## config.mk

```make
export PLATFORM = sky130hd
export DESIGN_NAME = sfm_hst_flat
export DESIGN_NICKNAME = d
export VERILOG_FILES = /design/src/rtl/sfm_pkg.sv /design/src/rtl/sfm_link_if.sv /design/src/rtl/sfm_hst.sv /design/src/flat_wrapper.sv
export SDC_FILE = /design/constraint.sdc
export NUM_CORES = 1
export LEC_CHECK = 0
export ABC_CLOCK_PERIOD_IN_PS = 2100
export BUFFER_PORTS_ARGS = -buffer_cell sky130_fd_sc_hd__buf_4
export CORE_UTILIZATION = 40
export CTS_BUF_LIST = sky130_fd_sc_hd__clkbuf_8
export DETAILED_ROUTE_END_ITERATION = 6
export HOLD_SLACK_MARGIN = 0.06
export PLACE_DENSITY = 0.7
export SLEW_MARGIN = 5
export SYNTH_ARGS = -nofsm -noshare
export SYNTH_HDL_FRONTEND = slang
export SYNTH_SLANG_ARGS = --single-unit
```

## constraint.sdc

```tcl
create_clock -name i_core_clk -period 2.1 [get_ports i_core_clk]
set_input_delay 0.105 -clock i_core_clk [delete_from_list [all_inputs] [get_ports i_core_clk]]
set_output_delay 0.105 -clock i_core_clk [all_outputs]
set_load 0.005 [all_outputs]
```

## src/rtl/sfm_pkg.sv

```systemverilog
package sfm_pkg;
  // Parameter byte addresses and contents
  localparam logic [7:0] PA_PWR_DOWN_CODE  = 8'h66;
  localparam logic [7:0] PA_DEEP_SLEEP     = 8'h67;
  localparam logic [7:0] PA_QUAD_SEQ       = 8'h68;
  localparam logic [7:0] PA_CONT_EXIT      = 8'h69;
  localparam logic [7:0] PA_CONT_ENTRY_QE  = 8'h6A;
  localparam logic [7:0] PA_RESERVED       = 8'h6B;
  localparam logic [7:0] PA_STATUS_WREN    = 8'h6C;
  localparam logic [7:0] PA_SOFT_RESET     = 8'h6D;
  localparam logic [7:0] PA_WIDE_EXIT      = 8'h6E;
  localparam logic [7:0] PA_WIDE_ENTRY     = 8'h6F;
  localparam logic [7:0] PV_PWR_DOWN_CODE  = 8'hFF;
  localparam logic [7:0] PV_DEEP_SLEEP     = 8'hFF;
  localparam logic [7:0] PV_QUAD_SEQ       = 8'h29;
  localparam logic [7:0] PV_CONT_EXIT      = 8'hC2;
  localparam logic [7:0] PV_CONT_ENTRY_QE  = 8'h5C;
  localparam logic [7:0] PV_RESERVED       = 8'hFF;
  localparam logic [7:0] PV_STATUS_WREN    = 8'hF0;
  localparam logic [7:0] PV_SOFT_RESET     = 8'h30;
  localparam logic [7:0] PV_WIDE_EXIT      = 8'hC0;
  localparam logic [7:0] PV_WIDE_ENTRY     = 8'h80;
  localparam logic [7:0] PV_UNMAPPED       = 8'hFF;
  // Instruction codes
  localparam logic [7:0] OP_WREN      = 8'h06;
  localparam logic [7:0] OP_QUAD_EN   = 8'h38;
  localparam logic [7:0] OP_QUAD_EXIT = 8'hFF;
  localparam logic [7:0] OP_RST_EN    = 8'h66;
  localparam logic [7:0] OP_RST       = 8'h99;
  localparam logic [7:0] OP_WR_STAT   = 8'h01;
  localparam logic [7:0] OP_WR_CFG    = 8'h31;
  // Continuous read mode match
  localparam logic [3:0] MODE_CONT_NIB = 4'hA;
  // Device register fields and reset values
  localparam int         CFG_QE_BIT   = 1;
  localparam int         SR_WEL_BIT   = 1;
  localparam logic [7:0] CFG_RST      = 8'h00;
  localparam logic [5:0] SR_NV_RST    = 6'h00;
  // Host register offsets
  localparam logic [7:0] HR_CMD   = 8'h00;
  localparam logic [7:0] HR_MODE  = 8'h04;
  localparam logic [7:0] HR_PRM   = 8'h08;
  localparam logic [7:0] HR_STAT  = 8'h0C;
  localparam logic [7:0] HR_DATA  = 8'h10;
  // Host status fields
  localparam int ST_BUSY = 0;
  localparam int ST_QUAD = 1;
  localparam int ST_CONT = 2;
  localparam int ST_QE   = 3;
  localparam int ST_WEL  = 4;
  localparam int ST_REF  = 5;
  // Host sequencer states
  typedef enum logic [1:0] {
    SFM_H_IDLE = 2'b00,
    SFM_H_MAIN = 2'b01,
    SFM_H_WAIT = 2'b11
  } sfm_hst_t;
endpackage

```

## src/rtl/sfm_link_if.sv

```systemverilog
`timescale 1ns/1ps
interface sfm_link_if;
  logic       cmd_vld;
  logic [7:0] cmd_op;
  logic [7:0] cmd_arg;
  logic       mode_vld;
  logic [7:0] mode_bits;
  logic       prm_rd;
  logic [7:0] prm_addr;
  logic [7:0] prm_data;
  logic       prm_ack;
  logic       quad_on;
  logic       cont_on;
  logic       qe_on;
  logic       wel_on;
  modport dev (
    input  cmd_vld, cmd_op, cmd_arg, mode_vld, mode_bits, prm_rd,
           prm_addr,
    output prm_data, prm_ack, quad_on, cont_on, qe_on, wel_on
  );
  modport hst (
    output cmd_vld, cmd_op, cmd_arg, mode_vld, mode_bits, prm_rd,
           prm_addr,
    input  prm_data, prm_ack, quad_on, cont_on, qe_on, wel_on
  );
endinterface

```

## src/rtl/sfm_hst.sv

```systemverilog
`timescale 1ns/1ps
module sfm_hst (
  // Clock and reset
  input  wire logic        i_core_clk,
  input  wire logic        i_rst,
  input  wire logic        i_ce,
  // Register port
  input  wire logic [7:0]  i_addr,
  input  wire logic [31:0] i_wdata,
  input  wire logic        i_wr,
  input  wire logic        i_rd,
  output logic [31:0]      o_rdata,
  // Link to device
  sfm_link_if.hst          link
);
  import sfm_pkg::*;

  sfm_hst_t    st_q;
  sfm_hst_t    st_d;
  logic [7:0]  op_q;
  logic [7:0]  op_d;
  logic [7:0]  arg_q;
  logic [7:0]  arg_d;
  logic        cv_q;
  logic        cv_d;
  logic [7:0]  cop_q;
  logic [7:0]  cop_d;
  logic        mv_q;
  logic        mv_d;
  logic [7:0]  mb_q;
  logic [7:0]  mb_d;
  logic        pr_q;
  logic        pr_d;
  logic [7:0]  pa_q;
  logic [7:0]  pa_d;
  logic [7:0]  dat_q;
  logic [7:0]  dat_d;
  logic        ref_q;
  logic        ref_d;
  logic [31:0] rd_q;
  logic [31:0] rd_d;
  logic [5:0]  stat;

  assign stat = {ref_q, link.wel_on, link.qe_on, link.cont_on,
                 link.quad_on, (st_q != SFM_H_IDLE)};

  always_comb
  begin
    st_d  = st_q;
    op_d  = op_q;
    arg_d = arg_q;
    cv_d  = 1'b0;
    cop_d = cop_q;
    mv_d  = 1'b0;
    mb_d  = mb_q;
    pr_d  = 1'b0;
    pa_d  = pa_q;
    dat_d = dat_q;
    ref_d = ref_q;
    rd_d  = rd_q;
    if (i_rd)
    begin
      case (i_addr)
        HR_STAT: rd_d = {26'h0, stat};
        HR_DATA: rd_d = {24'h0, dat_q};
        default: rd_d = 32'h0;
      endcase
      if (i_addr == HR_STAT)
      begin
        ref_d = 1'b0;
      end
    end
    case (st_q)
      SFM_H_IDLE:
      begin
        if (i_wr && i_addr == HR_CMD)
        begin
          op_d  = i_wdata[7:0];
          arg_d = i_wdata[15:8];
          cv_d  = 1'b1;
          cop_d = i_wdata[7:0];
          if ((i_wdata[7:0] == OP_RST || i_wdata[7:0] == OP_RST_EN)
              && link.cont_on)
          begin
            cv_d  = 1'b0;
            ref_d = 1'b1;
          end
          else if (i_wdata[7:0] == OP_RST)
          begin
            cop_d = OP_RST_EN;
            st_d  = SFM_H_MAIN;
          end
          else if (i_wdata[7:0] == OP_WR_STAT ||
                   i_wdata[7:0] == OP_WR_CFG)
          begin
            cop_d = OP_WREN;
            st_d  = SFM_H_MAIN;
          end
        end
        else if (i_wr && i_addr == HR_MODE)
        begin
          mv_d = 1'b1;
          mb_d = i_wdata[7:0];
        end
        else if (i_wr && i_addr == HR_PRM)
        begin
          pr_d = 1'b1;
          pa_d = i_wdata[7:0];
          st_d = SFM_H_WAIT;
        end
      end
      SFM_H_MAIN:
      begin
        cv_d  = 1'b1;
        cop_d = op_q;
        st_d  = SFM_H_IDLE;
        ref_d = ref_d | i_wr;
      end
      SFM_H_WAIT:
      begin
        if (link.prm_ack)
        begin
          dat_d = link.prm_data;
          st_d  = SFM_H_IDLE;
        end
        ref_d = ref_d | i_wr;
      end
      default:
      begin
        st_d = SFM_H_IDLE;
      end
    endcase
  end

  always_ff @(posedge i_core_clk)
  begin
    if (i_rst)
    begin
      st_q  <= SFM_H_IDLE;
      op_q  <= 8'h00;
      arg_q <= 8'h00;
      cv_q  <= 1'b0;
      cop_q <= 8'h00;
      mv_q  <= 1'b0;
      mb_q  <= 8'h00;
      pr_q  <= 1'b0;
      pa_q  <= 8'h00;
      dat_q <= 8'h00;
      ref_q <= 1'b0;
      rd_q  <= 32'h0;
    end
    else if (i_ce)
    begin
      st_q  <= st_d;
      op_q  <= op_d;
      arg_q <= arg_d;
      cv_q  <= cv_d;
      cop_q <= cop_d;
      mv_q  <= mv_d;
      mb_q  <= mb_d;
      pr_q  <= pr_d;
      pa_q  <= pa_d;
      dat_q <= dat_d;
      ref_q <= ref_d;
      rd_q  <= rd_d;
    end
  end

  assign link.cmd_vld   = cv_q;
  assign link.cmd_op    = cop_q;
  assign link.cmd_arg   = arg_q;
  assign link.mode_vld  = mv_q;
  assign link.mode_bits = mb_q;
  assign link.prm_rd    = pr_q;
  assign link.prm_addr  = pa_q;
  assign o_rdata        = rd_q;

endmodule // sfm_hst

```

## src/flat_wrapper.sv

```systemverilog
// flat-port wrapper written by rule: the top's interface ports become plain ports
module sfm_hst_flat import sfm_pkg::*;
  (i_core_clk, i_rst, i_ce, i_addr, i_wdata, i_wr, i_rd, o_rdata, link_cmd_vld, link_cmd_op, link_cmd_arg, link_mode_vld, link_mode_bits, link_prm_rd, link_prm_addr, link_prm_data, link_prm_ack, link_quad_on, link_cont_on, link_qe_on, link_wel_on);
  sfm_link_if link_i ();
  input  wire logic i_core_clk;
  input  wire logic i_rst;
  input  wire logic i_ce;
  input  wire logic [7:0] i_addr;
  input  wire logic [31:0] i_wdata;
  input  wire logic i_wr;
  input  wire logic i_rd;
  output logic [31:0] o_rdata;
  output wire logic [$bits(link_i.cmd_vld)-1:0] link_cmd_vld;
  output wire logic [$bits(link_i.cmd_op)-1:0] link_cmd_op;
  output wire logic [$bits(link_i.cmd_arg)-1:0] link_cmd_arg;
  output wire logic [$bits(link_i.mode_vld)-1:0] link_mode_vld;
  output wire logic [$bits(link_i.mode_bits)-1:0] link_mode_bits;
  output wire logic [$bits(link_i.prm_rd)-1:0] link_prm_rd;
  output wire logic [$bits(link_i.prm_addr)-1:0] link_prm_addr;
  input wire logic [$bits(link_i.prm_data)-1:0] link_prm_data;
  input wire logic [$bits(link_i.prm_ack)-1:0] link_prm_ack;
  input wire logic [$bits(link_i.quad_on)-1:0] link_quad_on;
  input wire logic [$bits(link_i.cont_on)-1:0] link_cont_on;
  input wire logic [$bits(link_i.qe_on)-1:0] link_qe_on;
  input wire logic [$bits(link_i.wel_on)-1:0] link_wel_on;
  assign link_cmd_vld = link_i.cmd_vld;
  assign link_cmd_op = link_i.cmd_op;
  assign link_cmd_arg = link_i.cmd_arg;
  assign link_mode_vld = link_i.mode_vld;
  assign link_mode_bits = link_i.mode_bits;
  assign link_prm_rd = link_i.prm_rd;
  assign link_prm_addr = link_i.prm_addr;
  assign link_i.prm_data = link_prm_data;
  assign link_i.prm_ack = link_prm_ack;
  assign link_i.quad_on = link_quad_on;
  assign link_i.cont_on = link_cont_on;
  assign link_i.qe_on = link_qe_on;
  assign link_i.wel_on = link_wel_on;
  sfm_hst u_core (.i_core_clk(i_core_clk), .i_rst(i_rst), .i_ce(i_ce), .i_addr(i_addr), .i_wdata(i_wdata), .i_wr(i_wr), .i_rd(i_rd), .o_rdata(o_rdata), .link(link_i));
endmodule
```

==> Yosys cells after proc, flatten, opt, wreduce, memory -nomap -nowiden <==
Index checks and enable logic that the tools add are counted.
{ "op_classes": {"n_eq_ne": 16, "n_mux": 29, "n_bitwise": 3, "n_reduce_logical": 18} }
{ "op_table": {"columns": ["op", "count"], "rows": [
  ["8-bit 2-to-1 mux", 4],
  ["8-bit one-hot mux with 2 select lines", 2],
  ["8-bit by 4-bit == test with 1-bit output (second input constant)", 2],
  ["2-bit 2-to-1 mux", 7],
  ["1-bit 2-to-1 mux", 13],
  ["3-bit AND reduction", 3],
  ["8-bit by 1-bit == test with 1-bit output (second input constant)", 1],
  ["8-bit by 3-bit == test with 1-bit output (second input constant)", 1],
  ["8-bit by 5-bit == test with 1-bit output (second input constant)", 1],
  ["8-bit by 6-bit == test with 1-bit output (second input constant)", 1],
  ["8-bit by 7-bit == test with 1-bit output (second input constant)", 1],
  ["8-bit == test (second input constant)", 1],
  ["8-bit zero test", 1],
  ["6-bit AND reduction", 1],
  ["5-bit AND reduction", 1],
  ["1-bit logical AND", 4],
  ["4-bit != test (second input constant)", 1],
  ["1-bit one-hot mux with 2 select lines", 2],
  ["2-bit one-hot mux with 2 select lines", 1],
  ["4-bit AND reduction", 1],
  ["2-bit nonzero test", 2],
  ["3-bit by 1-bit != test with 1-bit output (second input constant)", 1],
  ["3-bit by 2-bit != test with 1-bit output (second input constant)", 1],
  ["3-bit != test (second input constant)", 1],
  ["other kinds (10)", 12]
]} }
{ "word_totals": {"ff_bits": 86, "in_bits": 58, "out_inout_bits": 67, "wordCells": 78} }

==> Depth between registers and ports, before layout <==
{ "depth": {"word_depth": 7, "mapped_depth": 8, "mapped_depth_nobuf": 5} }

==> Worst setup path after synthesis <==
OpenSTA, ideal clock, no wires.
{ "synth_timing": {"kind": "reg-to-reg", "start": "register u_core.st_q[0]", "end": "register u_core.mb_q[0], in the netlist u_core.link.mode_bits[0]", "setup_ps": 128, "arrival_time_ps": 1440, "required_ps": 1972, "slack_ps": 532, "stages_incl_launch_ff": 8, "path_cell_list": "dfxtp_1 clkbuf_8 nor2_1 nand4_1 nor3_1 buf_2 mux2i_1 nor2_1"} }
{ "synth_via": {"elab_chain_len": 2} }
{ "synth_rtl": {"columns": ["item", "line", "text"], "rows": [
  ["start: declaration", "sfm_hst.sv:18", "sfm_hst_t st_q;"],
  ["start signal: assignment", "sfm_hst.sv:154", "st_q <= st_d;"],
  ["2-bit zero test", "sfm_hst.sv:73", "case (st_q)"],
  ["4-bit AND reduction (no source line)", null, null],
  ["end signal: assignment", "sfm_hst.sv:160", "mb_q <= mb_d;"],
  ["end: declaration", "sfm_hst.sv:30", "logic [7:0] mb_q;"]
]} }
No other way between the ends.
A chain may end at the register's enable or synchronous reset.

==> Final worst setup path <==
{ "layout_timing": {"start": "register u_core.st_q[1]", "end": "register u_core.ref_q"} }
{ "layout_via": {"elab_chain_len": 3, "elab_cells_between_ends": 5, "classes_between": "2 x eq/ne; 1 x mux; 2 x reduce/logical"} }
{ "layout_rtl": {"columns": ["item", "line", "text"], "rows": [
  ["2-bit by 1-bit == test with 1-bit output or 2-bit == test (tied branches)", "sfm_hst.sv:73", null],
  ["2-bit OR reduction (no source line)", null, null],
  ["1-bit one-hot mux with 2 select lines (*)", "sfm_hst.sv:73", null],
  ["end signal: assignment", "sfm_hst.sv:164", "ref_q <= ref_d;"],
  ["end: declaration", "sfm_hst.sv:38", "logic ref_q;"]
]} }
Mark *: on every way between the ends. The rest lies on a longest branch, timed or not.

==> key figures <==
Placement
  – Inst Count DP: 472
  – Dpl hpwl: 4.54 mm
  – IO Port Bufs: 84
  – GP Congestion: around 0.77

Clocking
  – Clock slew at reported path FFs: 0.07 ns
  – Clock Sinks: 62
  – CTS Root Cell: clkbuf_8
  – Number of H-tree levels: 3
  – CTS tree: built
  – Max Buffers Root-to-Sink: 2
  – Worst-Skew Late Latency: 0.34 ns
  – CTS buffer count: 9
  – Setup bufs post-CTS: 0

Logic synthesis
  – Post-Synthesis Cells: 322
  – Synth Area in XOR/XNOR: 0.314%
  – Largest family of logic cells by synthesized area: simple AND/OR/NAND/NOR gates
  – Post-synth top area cell: dfxtp_1
  – YS warnings: 0
  – Sequential fraction of the synthesis area: 44.5%
  – Post-synthesis mux area share: 5.75%
  – Cell area after synthesis: between 0.002 and 0.003 mm²
  – EDFF count, synth: 0
  – Async SR Flop Fraction: 0%
  – Post-synthesis compound-gate area fraction: 15.2%
  – Number of synthesized register bits: 62
  – Synth Area per Inst: 8.65 µm²
  – Post-synth top area share: roughly 45%
  – Ranking of synthesized cells by area: dfxtp_1 (45%), nand2_1 (8.8%), a21oi_1 (7.0%), buf_4 (6.7%), mux2i_1 (5.7%)
  – Yosys cell types: 45
  – Most used DFF post-synth: dfxtp_1
  – Post-synthesis adder-cell area fraction: 0%
  – Simple-gate share of the synthesized area: 22.6%

Hold path
  – Hold wc startpoint: i_wdata[0]
  – Hold depth: 3
  – Hold endpoint: u_core.op_q[0]$_SDFFE_PP0P_
  – Worst Hold Class: in2reg

Floorplan
  – Die extent in y: 85.5 µm
  – Die ar.: 0.00730 mm²
  – Cell row count: 30
  – Ports: 125
  – Core area: 0.00676 mm²
  – Die Width: 85.5 µm
  – Initial cell density of the core: 41.2%

Drt
  – DRT Pass-1 Iters: 4
  – Routed WL: 6.87 mm
  – Final ANT Viol Nets: 0
  – Iter 0 DRT Violations: 129
  – DRC: 0
  – DR WL/cell: about 13 µm
  – Vias per cell: around 5
  – Total number of vias: roughly 2,600

Layout
  – Layout cell share with drive strength beyond 1: between 20% and 30%
  – Filler Cell Count: 611
  – Sequential Area: between 0.001 and 0.0015 mm²
  – Area grow syn2layout: 35.3%
  – Area of the multi-input gates: approximately 0.0013 mm²
  – Commonest cells after routing, fill and taps aside: buf_4 (89), nand2_1 (65), dfxtp_1 (62)
  – Non-filler cells, final: a little over 500
  – Most common cell after layout, fill and taps aside: buf_4
  – NumNets Final: 486
  – ANT cells: 0

STA
  – F_max: 569 MHz
  – Final period util: 83.7%
  – RSZ-0062 raised after global routing: false
  – Min Tclk post-route: 1.76 ns
  – Final Hold Fails: 0
  – Setup Viol. Count Final: 0
  – Slew HR: 56.1%
  – Pins Over Slew Limit: 0
  – Skew final: 0.00815 ns
  – Setup total negative slack: 0 ns
  – Least-Margin Pin Slew: between 0.6 and 0.7 ns

Critical path
  – CP cell instances: nor2_1 > nand4_1 > or2_0 > buf_4 > o221ai_1 > nor2b_1
  – RR Endpoint: u_core.ref_q$_SDFFE_PP0P_
  – FF-to-FF Start: u_core.st_q[1]$_SDFFE_PP0P_
  – WP data required: 2.37 ns
  – Critical path endpoint category: flop
  – WS Path Type: reg2reg
  – Slowest-stage cell, CP: dfxtp_1
  – Startpoint class of the critical path: flop
  – Worst path arrival time: 2.03 ns
  – Max stage delay on crit path: 0.43 ns
  – R2r setup slk: 0.34 ns
  – FF-to-FF path depth: 6
  – CP top delay family: simple AND/OR/NAND/NOR gates
  – CP Depth: 6
  – Worst path bufs/invs: 1
  – Highest fanout seen on the critical path: 17

Pwr
  – Leak Pwr: 1.51 nW
  – Max IR drop VDD: 0.429 mV
  – Power density cells: 635 mW/mm²

GRT
  – Initial antenna violation count: 0
  – Gr usage total: 19.6%
  – Residual overflow from global routing: 0
  – Vias in the first global route: 2,445
  – Global-route wire length before repair: about 11 mm
  – Largest net degree at the start of global routing: 64

Run status
  – Status: complete, no violations

Run
  – Max-Cap Viols: 0
[routing by layer]
metal  track usage (%)  wire length [µm]  vias up
li1                  -                 -     1264
met2              33.4              3360      105
met3              4.86               485        9
met1              24.3              2940     1173
met5                 0                 0        -
met4              6.52                76        0
[registers in the layout, indices dropped and copies added (netlist names)]
| signal | flops |
|---|---|
| u_core.link.mode_bits | 8 |
| u_core.ref_q | 1 |
| u_core.link.cmd_vld | 1 |
| u_core.dat_q | 8 |
| u_core.op_q | 8 |
| u_core.link.cmd_arg | 8 |
| u_core.link.cmd_op | 8 |
| u_core.st_q | 2 |
| u_core.link.prm_addr | 8 |
| u_core.o_rdata | 8 |
| u_core.link.mode_vld | 1 |
| u_core.link.prm_rd | 1 |
[how the worst max path moves through the flow]
stage,slack (ns),from,endpoint
after floorplan,0.53,u_core.st_q[0]$_SDFFE_PP0P_,u_core.link.mode_bits[0]$_SDFFE_PP0P_
after global placement,0.34,i_addr[2],u_core.link.cmd_op[4]$_SDFFE_PP0P_
after detailed placement,0.31,i_addr[2],u_core.link.cmd_op[4]$_SDFFE_PP0P_
after CTS,0.34,u_core.st_q[1]$_SDFFE_PP0P_,u_core.ref_q$_SDFFE_PP0P_
after global routing,0.16,u_core.st_q[1]$_SDFFE_PP0P_,u_core.link.mode_bits[2]$_SDFFE_PP0P_
final,0.34,u_core.st_q[1]$_SDFFE_PP0P_,u_core.ref_q$_SDFFE_PP0P_
[stage by stage]
| stage | total power, mW | instance area (µm²) | worst slack, ns | utilization [%] | hold WS (ns) |
|---|---|---|---|---|---|
| 2_1_floorplan | 1.38 | 2870 | 0.532 | - | 0.238 |
| 6_report | 2.39 | 3770 | 0.342 | 55.8 | 0.0652 |
| 3_5_place_dp | 1.45 | 3340 | 0.315 | 49.5 | 0.362 |
| 3_3_place_gp | 1.45 | 3340 | 0.336 | 49.5 | 0.352 |
| 5_1_grt | 2.50 | 3770 | 0.163 | 55.8 | 0.0779 |
| 4_1_cts | 2.41 | 3770 | 0.338 | 55.8 | 0.0616 |
[cell usage after synthesis, types with 2 or more instances]
| cell type | instances |
|---|---|
| nand2_1 | 65 |
| dfxtp_1 | 62 |
| a21oi_1 | 39 |
| nor2_1 | 28 |
| buf_4 | 25 |
| mux2i_1 | 16 |
| a22oi_1 | 8 |
| clkbuf_1 | 7 |
| nor3_1 | 7 |
| buf_2 | 6 |
| inv_1 | 6 |
| a221oi_1 | 4 |
| nand4_1 | 4 |
| o221ai_1 | 4 |
| and3_1 | 3 |
| clkbuf_8 | 3 |
| o21ai_0 | 3 |
| a21o_1 | 2 |
| nor2b_1 | 2 |
| nor3_4 | 2 |
| nor4bb_1 | 2 |
[timing repair]
item	CTS	global route
gates resized for setup	0	0
hold endpoints to repair	26	0
hold buffers	25	0
[power by group]
part           internal (mW)  switching (mW)  total, mW
registers               1.19          0.0175       1.21
logic                  0.126           0.131      0.257
clock network          0.479           0.451      0.930
[final cells by class]
class | instances | area share [%]
clock buffer | 11 | 4.02
timing repair buffer | 114 | 24.4
multi-input combinational | 235 | 34.8
sequential | 62 | 32.9
clock inverter | 4 | 0.631
tap | 80 | 2.66
inverter | 6 | 0.597
[logic make-up after synthesis]
family | after synthesis
AOI/OAI and AO/OA | 67
xor gates and xnor gates | 1
buffers and inverters | 48
DFF | 62
muxes | 16
other | 1
and+or+nand+nor | 127
[worst register-to-register path: cells and delay by family (launching register included)]
family | cells | cell delay, ns
AOI/OAI and AO/OA | 1 | 0.19
buffers and inverters | 1 | 0.21
DFF | 1 | 0.43
and+or+nand+nor | 4 | 0.86
Note: power is estimated with default switching activity, not from simulation.
